### config.mk
export PLATFORM = sky130hd
export DESIGN_NAME = standby_halt_hold_control
export DESIGN_NICKNAME = d
export VERILOG_FILES = /design/src/hdl/standby_halt_hold_control.v
export VERILOG_INCLUDE_DIRS = /design/src /design/src/hdl
export SDC_FILE = /design/constraint.sdc
export NUM_CORES = 1
export LEC_CHECK = 0
export BUFFER_PORTS_ARGS = -buffer_cell sky130_fd_sc_hd__buf_2
export CAP_MARGIN = 20
export CORE_AREA = 2 2 55 108
export CTS_CLUSTER_SIZE = 30
export DETAILED_ROUTE_END_ITERATION = 12
export DIE_AREA = 0 0 57 110
export PLACE_DENSITY = 0.79
export SLEW_MARGIN = 20
export SYNTH_ARGS = -nofsm -noshare
export SYNTH_HDL_FRONTEND = slang
export SYNTH_SLANG_ARGS = --single-unit
### constraint.sdc
create_clock -name clk -period 2.55 [get_ports clk]
set_input_delay 0.1275 -clock clk [delete_from_list [all_inputs] [get_ports clk]]
set_output_delay 0.1275 -clock clk [all_outputs]
set_load 0.1 [all_outputs]
### src/hdl/standby_halt_hold_map.vh
// constants for the standby and reset sequencing block
// assumes inclusion by the control module only
`ifndef STANDBY_HALT_HOLD_MAP_VH
`define STANDBY_HALT_HOLD_MAP_VH
`define PSEUDO_PORT_SEL 4'hE
`define PSEUDO_HOLD_BIT 0
`define TIMER_STANDBY_LOAD 8'hFF
`define PC_RESET 11'h000
`define CTRL_RESET 4'h0
`define PORT_LATCH_RESET 18'h00000
`define OSC_STABLE_MS 10
`endif

### src/hdl/standby_halt_hold_control.v
// standby mode control, reset priority and release sequencing
// assumes synchronous port A pins, halt pulse from the instruction decoder
`timescale 1ns/1ps
`include "standby_halt_hold_map.vh"

// What this block does
// - halt with hold high and port A low enters light standby
// - halt with hold high and any port A pin high is a no-op
// - both standby modes stop the system clock and all activity
// - light standby keeps I/O ports as they were
// - entering standby loads the timer with all ones
// - entry clears both interrupt flags, keeps carry and zero
// - interrupts are ignored in standby and never wake it
// - registers, RAM, latches and program counter are retained
// - halt with hold low enters deep standby regardless of port A
// - deep standby blocks inputs, floats bidirectionals, drivers off
// - deep standby ignores interrupt and reset pins, keeps latches
// - hold level is bit 0 of pseudo port at pointer 0EH, branch only
// - branch-if-high on pseudo hold bit branches when hold is high
// - reset low ends light standby; execution resumes on release
// - hold going low in light standby moves to deep standby
// - deep standby ends only by hold high while reset low
// - leaving deep standby keeps RAM, resets PC, ports, registers
// - reset pin is ignored while hold is low, also at power-up
// - after any reset execution starts at address 000H
// - reset clears control register, interrupt flags and output drivers
module standby_halt_hold_control (
  // clock and chip reset
  input wire clk,
  input wire rstn,
  // hold and reset pins from power-fail circuit, port A and interrupt pins
  input wire holdPin,
  input wire systemInitPinN,
  input wire [3:0] lowThreshPort,
  input wire extIrqPin,
  // core handshake
  input wire haltExec,
  input wire [3:0] lowPointer,
  input wire branchIfLineHigh,
  input wire branchIfLineLow,
  input wire portReadInstr,
  input wire extIrqSet,
  input wire timerIrqSet,
  input wire [3:0] ctrlWrData,
  input wire ctrlWrEn,
  input wire [17:0] portLatchIn,
  input wire portLatchWr,
  input wire [10:0] pcNextIn,
  input wire carryIn,
  input wire zeroIn,
  input wire flagWr,
  // state outputs
  output reg sysClkEn,
  output reg lightStandby,
  output reg deepStandby,
  output reg coreReset,
  output reg haltAsNop,
  output reg timerLoad,
  output reg [7:0] timerLoadValue,
  output reg externalIrqFlag,
  output reg timerIrqFlag,
  output reg carryFlag,
  output reg zeroFlag,
  output reg [3:0] ctrlReg,
  output reg [10:0] pcReg,
  output reg [17:0] portLatch,
  output reg inputBlock,
  output reg bidirFloat,
  output reg highSideOff,
  output reg branchTaken,
  output reg pseudoPortValue
);

localparam ST_RUN = 2'd0;
localparam ST_LIGHT = 2'd1;
localparam ST_DEEP = 2'd2;
localparam ST_RESET = 2'd3;

reg holdMeta;
reg holdSync;
reg initMeta;
reg initSyncN;
reg [1:0] state_reg;
reg [1:0] state_next;

// pseudo port select decode, used by both branch forms
function isPseudo;
  input [3:0] ptr;
  begin
    isPseudo = (ptr == `PSEUDO_PORT_SEL);
  end
endfunction

// two-stage pin synchronisers
always @(posedge clk) begin
  if (!rstn) begin
    // idle high, else release looks like a hold drop
    holdMeta <= 1'b1;
    holdSync <= 1'b1;
    initMeta <= 1'b0;
    initSyncN <= 1'b0;
  end else begin
    holdMeta <= holdPin;
    holdSync <= holdMeta;
    initMeta <= systemInitPinN;
    initSyncN <= initMeta;
  end
end

wire resetReq = !initSyncN && holdSync;
wire haltOk = haltExec && state_reg == ST_RUN;

always @* begin
  state_next = state_reg;
  case (state_reg)
    ST_RUN: begin
      if (resetReq) begin
        state_next = ST_RESET;
      end else if (haltOk && !holdSync) begin
        state_next = ST_DEEP;
      end else if (haltOk && lowThreshPort == 4'h0) begin
        state_next = ST_LIGHT;
      end
    end
    ST_LIGHT: begin
      if (!holdSync) begin
        state_next = ST_DEEP;
      end else if (!initSyncN) begin
        state_next = ST_RESET;
      end
    end
    ST_DEEP: begin
      // reset pin alone has no effect here
      if (holdSync && !initSyncN) begin
        state_next = ST_RESET;
      end
    end
    default: begin
      if (initSyncN || !holdSync) begin
        state_next = holdSync ? ST_RUN : ST_DEEP;
      end
    end
  endcase
end

wire enterStandby = state_reg == ST_RUN &&
  (state_next == ST_LIGHT || state_next == ST_DEEP);
wire running = state_reg == ST_RUN && state_next == ST_RUN;

always @(posedge clk) begin
  if (!rstn) begin
    state_reg <= ST_RESET;
    sysClkEn <= 1'b0;
    lightStandby <= 1'b0;
    deepStandby <= 1'b0;
    coreReset <= 1'b1;
    haltAsNop <= 1'b0;
    timerLoad <= 1'b0;
    timerLoadValue <= 8'h00;
    externalIrqFlag <= 1'b0;
    timerIrqFlag <= 1'b0;
    carryFlag <= 1'b0;
    zeroFlag <= 1'b0;
    ctrlReg <= `CTRL_RESET;
    pcReg <= `PC_RESET;
    portLatch <= `PORT_LATCH_RESET;
    inputBlock <= 1'b0;
    bidirFloat <= 1'b0;
    highSideOff <= 1'b1;
    branchTaken <= 1'b0;
    pseudoPortValue <= 1'b0;
  end else begin
    state_reg <= state_next;
    sysClkEn <= state_next == ST_RUN;
    lightStandby <= state_next == ST_LIGHT;
    deepStandby <= state_next == ST_DEEP;
    coreReset <= state_next == ST_RESET;
    haltAsNop <= haltOk && holdSync && !resetReq &&
      lowThreshPort != 4'h0;
    timerLoad <= enterStandby;
    timerLoadValue <= `TIMER_STANDBY_LOAD;
    // deep standby isolates I/O, light keeps it as is
    inputBlock <= state_next == ST_DEEP;
    bidirFloat <= state_next == ST_DEEP;
    highSideOff <= state_next == ST_DEEP || state_next == ST_RESET;
    pseudoPortValue <= holdSync;
    branchTaken <= 1'b0;
    if (state_next == ST_RESET) begin
      // RAM is outside this block and untouched
      ctrlReg <= `CTRL_RESET;
      externalIrqFlag <= 1'b0;
      timerIrqFlag <= 1'b0;
      pcReg <= `PC_RESET;
      portLatch <= `PORT_LATCH_RESET;
    end else if (enterStandby) begin
      externalIrqFlag <= 1'b0;
      timerIrqFlag <= 1'b0;
    end else if (running) begin
      // interrupt sources only act while running
      externalIrqFlag <= externalIrqFlag | extIrqSet;
      timerIrqFlag <= timerIrqFlag | timerIrqSet;
      if (ctrlWrEn) begin
        ctrlReg <= ctrlWrData;
      end
      if (flagWr) begin
        carryFlag <= carryIn;
        zeroFlag <= zeroIn;
      end
      if (portLatchWr) begin
        portLatch <= portLatchIn;
      end
      pcReg <= pcNextIn;
      // port read never sees the pseudo hold bit
      if (isPseudo(lowPointer) && !portReadInstr) begin
        if (branchIfLineHigh) begin
          branchTaken <= holdSync;
        end else if (branchIfLineLow) begin
          branchTaken <= !holdSync;
        end
      end
    end
    // other cases hold pc, latches, flags, ctrl
  end
end

endmodule

==> results of run 1 <==
-- cell usage after synthesis (2+ instances only) --
library cell  number  share of area, %
inv_1              4              0.73
nor2b_1            3              0.92
nor3b_1            2              0.73
nor4_1             2              0.61
clkbuf_1          13               2.4
ha_1               4               2.4
a211oi_1           2              0.73
mux2i_1            2              0.98
o21ai_0           23               5.6
dfxtp_1           53                52
a21oi_1           38               9.3
nand3_1           23               5.6
buf_2              2              0.49
nand2b_1           4               1.2
buf_4              9               3.3
and2_1             6               1.8
nand3b_1           2              0.73
nand2_1           29               5.3
-- worst paths after layout --
check,to,depth (start not counted),start,slack [ns]
min,initMeta,2,systemInitPinN,0.04
max,externalIrqFlag,6,state_reg[0],0.16
min reg2reg,holdSync,1,holdMeta,0.42
max reg2reg,externalIrqFlag,6,state_reg[0],0.16
-- cell families (layout without fill, tap and decap cells) --
kind of cell / Yosys count / in the layout / synth area share [%]
multiplexers: 2 / 2 / 0.979
AND/OR/NAND/NOR: 80 / 80 / 21.1
adder cells (fa/ha/maj): 4 / 4 / 2.45
flip-flops: 53 / 53 / 51.9
buffers and inverters: 29 / 134 / 7.10
AO/OA/AOI/OAI: 65 / 65 / 16.5
-- final cells by class --
type | instances | area, um2
Fill cell | 553 | 2700
Sequential cell | 53 | 1060
Multi-Input combinational cell | 151 | 856
Timing Repair Buffer | 121 | 633
Clock buffer | 8 | 80.1
Tap cell | 60 | 75.1
Inverter | 5 | 18.8
-- worst reg2reg max path: stages (launching register included) --
cell	delay, ns
dfxtp_1	0.33
or3_1	0.36
a21oi_1	0.22
ha_1	0.26
nor3b_4	0.69
a21oi_1	0.15
a211oi_1	0.27
-- layer usage --
layer / global-route usage (%) / part of all wire (%) / vias up
met5: 0 / 0 / -
met4: 8.97 / 3.4 / 0
met3: 3.97 / 5.9 / 15
met2: 31.0 / 55 / 77
met1: 15.8 / 35 / 905
li1: - / - / 994
-- per-stage QoR --
stage                     util (%)  hold slack (ns)
after floorplan                  -            0.155
after detailed placement      48.4            0.316
after CTS                     50.1           0.0212
after global routing          50.3           0.0189
after global placement        48.4            0.308
final                         50.3           0.0371
-- power by group --
group	internal, mW	leakage [nW]	switching (mW)
registers	0.836	0.429	0.00452
logic	0.0613	0.748	0.159
clock network	0.196	0.0395	0.254
-- what timing repair did --
action                                 in CTS  in global routing
endpoints found under the hold margin       1                  0
setup endpoints to repair                   2                  3
hold buffers                                1                  0
gates resized for setup                     1                  2
-- layout by cell type (no fill, tap or decap), drive strengths merged --
cell	count
buf	120
dfxtp	53
a21oi	38
nand2	29
nand3	23
o21ai	23
clkbuf	8
and2	6
inv	4
nand2b	4
ha	4
nor2b	3
nor3b	3
a211oi	2
mux2i	2
nand3b	2
nor4	2
or3	1
and4b	1
a21o	1
or3b	1
clkinv	1
nor2	1
nor3	1
and3	1
or4b	1
nor4b	1
a211o	1
dlygate4sd3	1
==> summary.md, run 1 <==
| Metric | Value |
|---|---|
| Total gr overflow | 0 |
| Hold crit path type | primary input to flip-flop |
| Reg with most FFs | portLatch |
| Drt pass-1 iters | 4 |
| Pre-CTS setup slack | -0.101 ns |
| Mapped cell area | 2040 um2 |
| Largest net degree at the start of global routing | 37 |
| Max VDD drop | 0.479 mV |
| Port bufs | 111 |
| Row count | 38 |
| FF+latch count, synth | 53 |
| Core Area | 5420 um2 |
| CTS max path bufs | 2 |
| Total power | 1.51 mW |
| Post-Syn Instances | 233 |
| Crit path capture type | flip-flop |
| DRT antenna net count | 0 |
| I/O pins | 113 |
| Die area | 6270 um2 |
| Initial DRC count | 115 |
| Minimum clock period | 2.39 ns |
| Arr. time, crit path | 2.59 ns |
| Setup violators final | 0 |
| Antenna cells | 0 |
| Most used cell, CP | a21oi_1 |
| Required time of the critical path | 2.76 ns |
| Initial core utilization | 37.7% |
| Design area | 2720 um2 |
| Die Span X | 57 um |
| Synth cell types | 30 |
| Max reg flops | 18 |
| P_leak | 1.22 nW |
| PnR worst setup slack | 0.164 ns |
| Hpwl dp | 3.84 mm |
| H-tree depth | 2 |
| Total GRT Usage | 16.4% |
| Crit path kind | flip-flop to flip-flop |
| Worst path slowest cell | nor3b_4 |
| Largest regs | portLatch x18, pcReg x11, ctrlReg x4 |
| Layout cells sized above 1 | 38.2% |
| Routability cong. | 0.785 |
| Worst-path cell chain | or3_1 > a21oi_1 > ha_1 > nor3b_4 > a21oi_1 > a211oi_1 |
| Worst Skew | 0.00231 ns |
| Ys async rst share | 0% |
| Final slew viol count | 0 |
| Post-Syn Nets | 294 |
| Placed cells | 389 |
| Area Overhead vs Synth | 33.2% |
| CTS tree | built |
| RSZ-0062 raised after global routing | yes |
| Final period utilization | 93.5% |
| CP bufs+invs | 0 |
| MaxCap Viol Count | 0 |
| Critical path's largest stage delay | 0.69 ns |
| Worst Max-Slew Pin Slew | 0.785 ns |
| Final Hold Fails | 0 |
| Area of placed instances | 2620 um2 |
| Worst setup SP type | flip-flop |
| Vias per cell | 5.00 |
| Status | finished, final reports clean |
| Remaining DRCs | 0 |
| Die extent in y | 110 um |
| Vias in the first global route | 1859 |
| Fmax | 419 MHz |
| Register area share after synthesis | 51.9% |
| Nets@finish | 398 |
| Final cell count without fillers | 398 |
| Setup TNS | 0 ns |
| Worst-path clk slew | 0.09 ns |
| Critical Path Fanout Max | 20 |
| Synth Area per Inst | 8.77 um2 |
| First-pass GRT wire length | 8.10 mm |
| Initial antenna violation count | 0 |
| Post-Route WL | 5.26 mm |
| Family with the most delay on the worst path | simple AND/OR/NAND/NOR gates |
| EDFF count, synth | 0 |
| WL/cell | 13.2 um |
| PD cells | 555 nW/um2 |
| Clock sinks | 53 |
| Worst-Skew Late Latency | 0.30 ns |
| Primary FF master, synth | dfxtp_1 |
| CTS root buffer | clkbuf_8 |
| CTS buffer count | 5 |
| Slew HR | 47.6% |
| Total setup buffers inserted after CTS | 0 |
| Vias | 1991 |
| Yosys warns | 0 |
(Power assumes the default switching activity.)
==> run 2: changes to the inputs <==
CORE_AREA = 2 2 58 114   (was 2 2 55 108)
DIE_AREA = 0 0 60 116   (was 0 0 57 110)
PLACE_DENSITY = 0.73   (was 0.79)
==> summary.md, run 2 (same netlist as run 1, synthesis figures left out) <==
| Metric | Value |
|---|---|
| Status | finished, final reports clean |
| Core Area | 6060 um2 (+12%) |
| Worst-path cell chain | inv_1 > o21ai_0 > a21oi_1 > ha_1 > or4b_1 > buf_4 > o21ai_0 > a21oi_1 |
| Vias per cell | 4.70 (-6.0%) |
| Sw frac | 24.4% (-3.3 points) |
| Crit path capture type | flip-flop |
| Die extent in y | 116 um (+5.5%) |
| Worst Skew | 0.00941 ns (+0.00711 ns) |
| Total gr overflow | 0 (unchanged) |
| Minimum clock period | 2.38 ns (-0.00839 ns) |
| Final slew viol count | 0 (unchanged) |
| Hold crit path type | primary input to flip-flop |
| H-tree depth | 2 (unchanged) |
| DRT antenna net count | 0 (unchanged) |
| Arr. time, crit path | 2.54 ns (-0.05 ns) |
| Fmax | 421 MHz (+0.35%) |
| CTS root buffer | clkbuf_16 |
| Worst setup SP type | flip-flop |
| MaxCap Viol Count | 0 (unchanged) |
| # hold bufs at CTS | 0 (-1) |
| CTS tree | built |
| Hpwl dp | 3.87 mm (+0.87%) |
| Comb pwr share | 11.9% (-2.7 points) |
| Antenna cells | 0 (unchanged) |
| RSZ-0062 raised after global routing | no |
| Total setup buffers inserted after CTS | 0 (unchanged) |
| Worst-path clk slew | 0.07 ns (-0.02 ns) |
| Critical Path Fanout Max | 7 (-65%) |
| Row count | 40 (+5.3%) |
| I/O pins | 113 (unchanged) |
| PnR worst setup slack | 0.173 ns (+0.00839 ns) |
| Area Overhead vs Synth | 39.0% |
| P_sw | 0.447 mW (+6.9%) |
| Setup violators final | 0 (unchanged) |
| Total GRT Usage | 14.0% (-2.4 points) |
| Critical path's largest stage delay | 0.58 ns (-0.11 ns) |
| Slew HR | 49.7% (+2.1 points) |
| Worst-Skew Late Latency | 0.29 ns (about the same) |
| Final cell count without fillers | 422 (+6.0%) |
| Worst Max-Slew Pin Slew | 0.754 ns (-0.0309 ns) |
| Nets@finish | 398 (unchanged) |
| Die Span X | 60 um (+5.3%) |
| Reg with most FFs | portLatch |
| Worst path slowest cell | or4b_1 |
| Initial core utilization | 33.8% (-4.0 points) |
| Vias in the first global route | 1789 (-3.8%) |
| Total power | 1.83 mW (+21%) |
| Initial antenna violation count | 0 (unchanged) |
| Final period utilization | 93.2% (-0.33 points) |
| P_leak | 1.26 nW (+3.6%) |
| Required time of the critical path | 2.71 ns (-0.05 ns) |
| Final Hold Fails | 0 (unchanged) |
| Max VDD drop | 0.330 mV (-31%) |
| CTS buffer count | 5 (unchanged) |
| Flop pwr share | 45.9% (-9.7 points) |
| PD cells | 645 nW/um2 (+16%) |
| Clock sinks | 53 (unchanged) |
| Largest regs | portLatch x18, pcReg x11, ctrlReg x4 |
| First-pass GRT wire length | 7.51 mm (-7.3%) |
| Commonest non-fill, non-tap cell in the layout | buf_2 |
| Pre-CTS setup slack | -0.0335 ns (+0.0676 ns) |
| WL/cell | 12.0 um (-8.9%) |
| Layout cells sized above 1 | 39.1% (+0.89 points) |
| Port bufs | 111 (unchanged) |
| Largest net degree at the start of global routing | 37 (unchanged) |
| Initial DRC count | 86 (-25%) |
| Family with the most delay on the worst path | compound AO/OA/AOI/OAI gates |
| Remaining DRCs | 0 (unchanged) |
| Post-CTS resize count | 1 (unchanged) |
| Drt pass-1 iters | 4 (unchanged) |
| Max reg flops | 18 (unchanged) |
| Die area | 6960 um2 (+11%) |
| P_int | 1.39 mW (+27%) |
| CP bufs+invs | 2 (+2) |
| Crit path kind | flip-flop to flip-flop |
| Most frequent cells in the layout | buf_2 (111), dfxtp_1 (53), a21oi_1 (38), nand2_1 (29) |
| CTS max path bufs | 2 (unchanged) |
| Clk network pwr share | 42.3% (+13 points) |
| Post-Route WL | 5.08 mm (-3.4%) |
| Routability cong. | 0.790 (+0.52%) |
| Placed cells | 414 (+6.4%) |
| Vias | 1985 (-0.30%) |
run 2: final cells by class:
cell class / instances / area, um2
flip-flops and latches: 53 / 1060
multi-input cells: 151 / 850
inverters: 5 / 18.8
fillers: 627 / 3210
well taps: 84 / 105
repair buffers: 121 / 631
clock inverters: 2 / 37.5
clock buffers: 6 / 139
run 2: per-stage QoR:
step	TNS [ns]	hold WS (ns)	utilization (%)	area (um2)
floorplan	0	0.155	-	2040
global placement	0	0.312	43.9	2660
detailed placement	-0.0575	0.313	43.9	2660
CTS	0	0.0148	46.9	2840
global route	0	0.0540	46.9	2840
finish	0	0.0253	46.9	2840
run 2: final timing paths:
check	from	to	slack, ns	cells past startpoint
worst max-delay path	state_reg[0]	ctrlReg[0]	0.17	8
worst min-delay path	holdPin	holdMeta	0.03	2
worst max register to register	state_reg[0]	ctrlReg[0]	0.17	8
worst min register to register	holdMeta	holdSync	0.41	1
run 2: routing by layer:
metal	global-route usage [%]	share of wire, %	wire length (um)	up-vias
met5	0	0	0	-
met4	6.22	1.5	78	0
met3	2.57	4.8	244	7
met2	27.0	57	2880	73
met1	13.4	37	1880	911
li1	-	-	-	994
run 2: worst reg2reg max path, delay by kind of cell, from the launching register on:
kind	cells	cell delay, ns
AOI/OAI and AO/OA	4	0.74
and+or+nand+nor	1	0.58
DFF	1	0.35
adders and majority gates	1	0.33
buffers and inverters	2	0.25
run 2: power by group through the flow:
stage | Clock, mW | Sequential (mW) | Combinational (mW)
6_report | 0.775 | 0.841 | 0.218
5_1_grt | 0.824 | 0.842 | 0.231
4_1_cts | 0.804 | 0.841 | 0.219
3_5_place_dp | 0 | 0.860 | 0.218
3_3_place_gp | 0 | 0.860 | 0.217
2_1_floorplan | 0 | 0.899 | 0.113
==> run 3: changes to the inputs <==
PLACE_DENSITY = 0.7   (was 0.73)
clock period = 2.36 ns   (was 2.55 ns; I/O delays follow)
==> summary.md, run 3 (same netlist as run 1, synthesis figures left out) <==
| Metric | Value |
|---|---|
| Max VDD drop | 0.455 mV (+38%) |
| Setup violators final | 0 (unchanged) |
| Reg with most FFs | portLatch |
| Antenna cells | 0 (unchanged) |
| First-pass GRT wire length | 7.96 mm (+6.1%) |
| I/O pins | 113 (unchanged) |
| Largest net degree at the start of global routing | 37 (unchanged) |
| Final Hold Fails | 0 (unchanged) |
| Die extent in y | 116 um (unchanged) |
| Remaining DRCs | 0 (unchanged) |
| Post-CTS resize count | 0 (-1) |
| Routability cong. | 0.795 (+0.67%) |
| Area Overhead vs Synth | 40.1% |
| Worst Skew | 0.00336 ns (-0.00605 ns) |
| Row count | 40 (unchanged) |
| CTS root buffer | clkbuf_16 |
| Total GRT Usage | 15.2% (+1.2 points) |
| Total power | 1.86 mW (+1.6%) |
| Initial antenna violation count | 0 (unchanged) |
| Worst Max-Slew Pin Slew | 0.542 ns (-0.212 ns) |
| # hold bufs at CTS | 0 (unchanged) |
| H-tree depth | 2 (unchanged) |
| Worst-Skew Late Latency | 0.28 ns (about the same) |
| Area of placed instances | 2710 um2 (+1.9%) |
| Initial core utilization | 33.8% (unchanged) |
| Required time of the critical path | 2.52 ns (-0.19 ns) |
| Total setup buffers inserted after CTS | 0 (unchanged) |
| Die Span X | 60 um (unchanged) |
| Hold crit path type | primary input to flip-flop |
| Largest regs | portLatch x18, pcReg x11, ctrlReg x4 |
| MaxCap Viol Count | 0 (unchanged) |
| Final cell count without fillers | 425 (+0.71%) |
| CTS max path bufs | 2 (unchanged) |
| Hpwl dp | 4.01 mm (+3.6%) |
| Commonest non-fill, non-tap cell in the layout | buf_2 |
| RSZ-0062 raised after global routing | no |
| Critical Path Fanout Max | 10 (+3) |
| Pre-CTS setup slack | -0.0535 ns (-0.0200 ns) |
| Vias per cell | 4.73 (+0.64%) |
| Nets@finish | 402 (+1.0%) |
| Vias | 2012 (+1.4%) |
| Crit path kind | flip-flop to flip-flop |
| Design area | 2860 um2 (+0.79%) |
| Placed cells | 418 (+0.97%) |
| WL/cell | 12.5 um (+3.4%) |
| Vias in the first global route | 1758 (-1.7%) |
| CTS buffer count | 5 (unchanged) |
| Layout cells sized above 1 | 41.1% (+2.0 points) |
| Max reg flops | 18 (unchanged) |
| Clock sinks | 53 (unchanged) |
| Final period utilization | 95.3% (+2.0 points) |
| Minimum clock period | 2.25 ns (-0.129 ns) |
| Worst-path clk slew | 0.06 ns (about the same) |
| Most frequent cells in the layout | buf_2 (111), dfxtp_1 (53), a21oi_1 (36), nand2_1 (29), nand3_1 (23) |
| DRT antenna net count | 0 (unchanged) |
| Crit path capture type | flip-flop |
| Arr. time, crit path | 2.40 ns (-0.14 ns) |
| Core Area | 6060 um2 (unchanged) |
| P_leak | 1.25 nW (-0.60%) |
| Post-Route WL | 5.29 mm (+4.1%) |
| CTS tree | built |
| Final slew viol count | 0 (unchanged) |
| Status | finished, final reports clean |
| Total gr overflow | 0 (unchanged) |
| PnR worst setup slack | 0.112 ns (-0.0610 ns) |
| Port bufs | 111 (unchanged) |
| Drt pass-1 iters | 4 (unchanged) |
| Fmax | 445 MHz (+5.7%) |
| Slew HR | 63.7% (+14 points) |
| Hold Worst Slack | 0.0128 ns (-0.0125 ns) |
| PD cells | 651 nW/um2 (+0.84%) |
| Worst setup SP type | flip-flop |
| Initial DRC count | 111 (+29%) |
| Die area | 6960 um2 (unchanged) |
==> run 3: power by group <==
group	leakage (nW)	switching, mW	internal [mW]
clock network	0.0700	0.295	0.417
logic	0.753	0.173	0.0696
registers	0.429	0.00518	0.904
total	1.25	0.473	1.39
==> run 3: layer usage <==
metal  part of all wire [%]  vias up  GRT usage [%]
met1                     36      934           15.5
met3                    4.6       16           3.68
li1                       -      999              -
met4                    3.1        0           8.00
met5                      0        -              0
met2                     56       63           27.2
==> run 3: layout make-up <==
| cell class | count | area [um2] |
|---|---|---|
| timing repair buffer | 125 | 664 |
| fill | 614 | 3190 |
| sequential | 53 | 1060 |
| multi-input combinational | 151 | 872 |
| inverter | 5 | 18.8 |
| clock buffer | 7 | 143 |
| tap | 84 | 105 |
==> run 3: through the flow <==
step / utilization [%] / TNS, ns
floorplan: - / 0
global placement: 44.5 / -0.298
detailed placement: 44.7 / -0.326
CTS: 47.1 / 0
global route: 47.3 / 0
finish: 47.3 / 0
==> run 3: critical path: stages, from the launching register on <==
cell	delay, ns
dfxtp_1	0.33
or3_1	0.38
a21oi_2	0.23
ha_4	0.24
or4b_4	0.52
buf_4	0.19
o21ai_0	0.14
a21oi_1	0.09
==> run 3: worst paths after layout <==
check | from | end | slack [ns] | depth (start not counted)
worst max register to register | state_reg[0] | ctrlReg[1] | 0.11 | 7
worst min register to register | holdMeta | holdSync | 0.42 | 1
worst max-delay path | state_reg[0] | ctrlReg[1] | 0.11 | 7
worst min-delay path | holdPin | holdMeta | 0.01 | 2
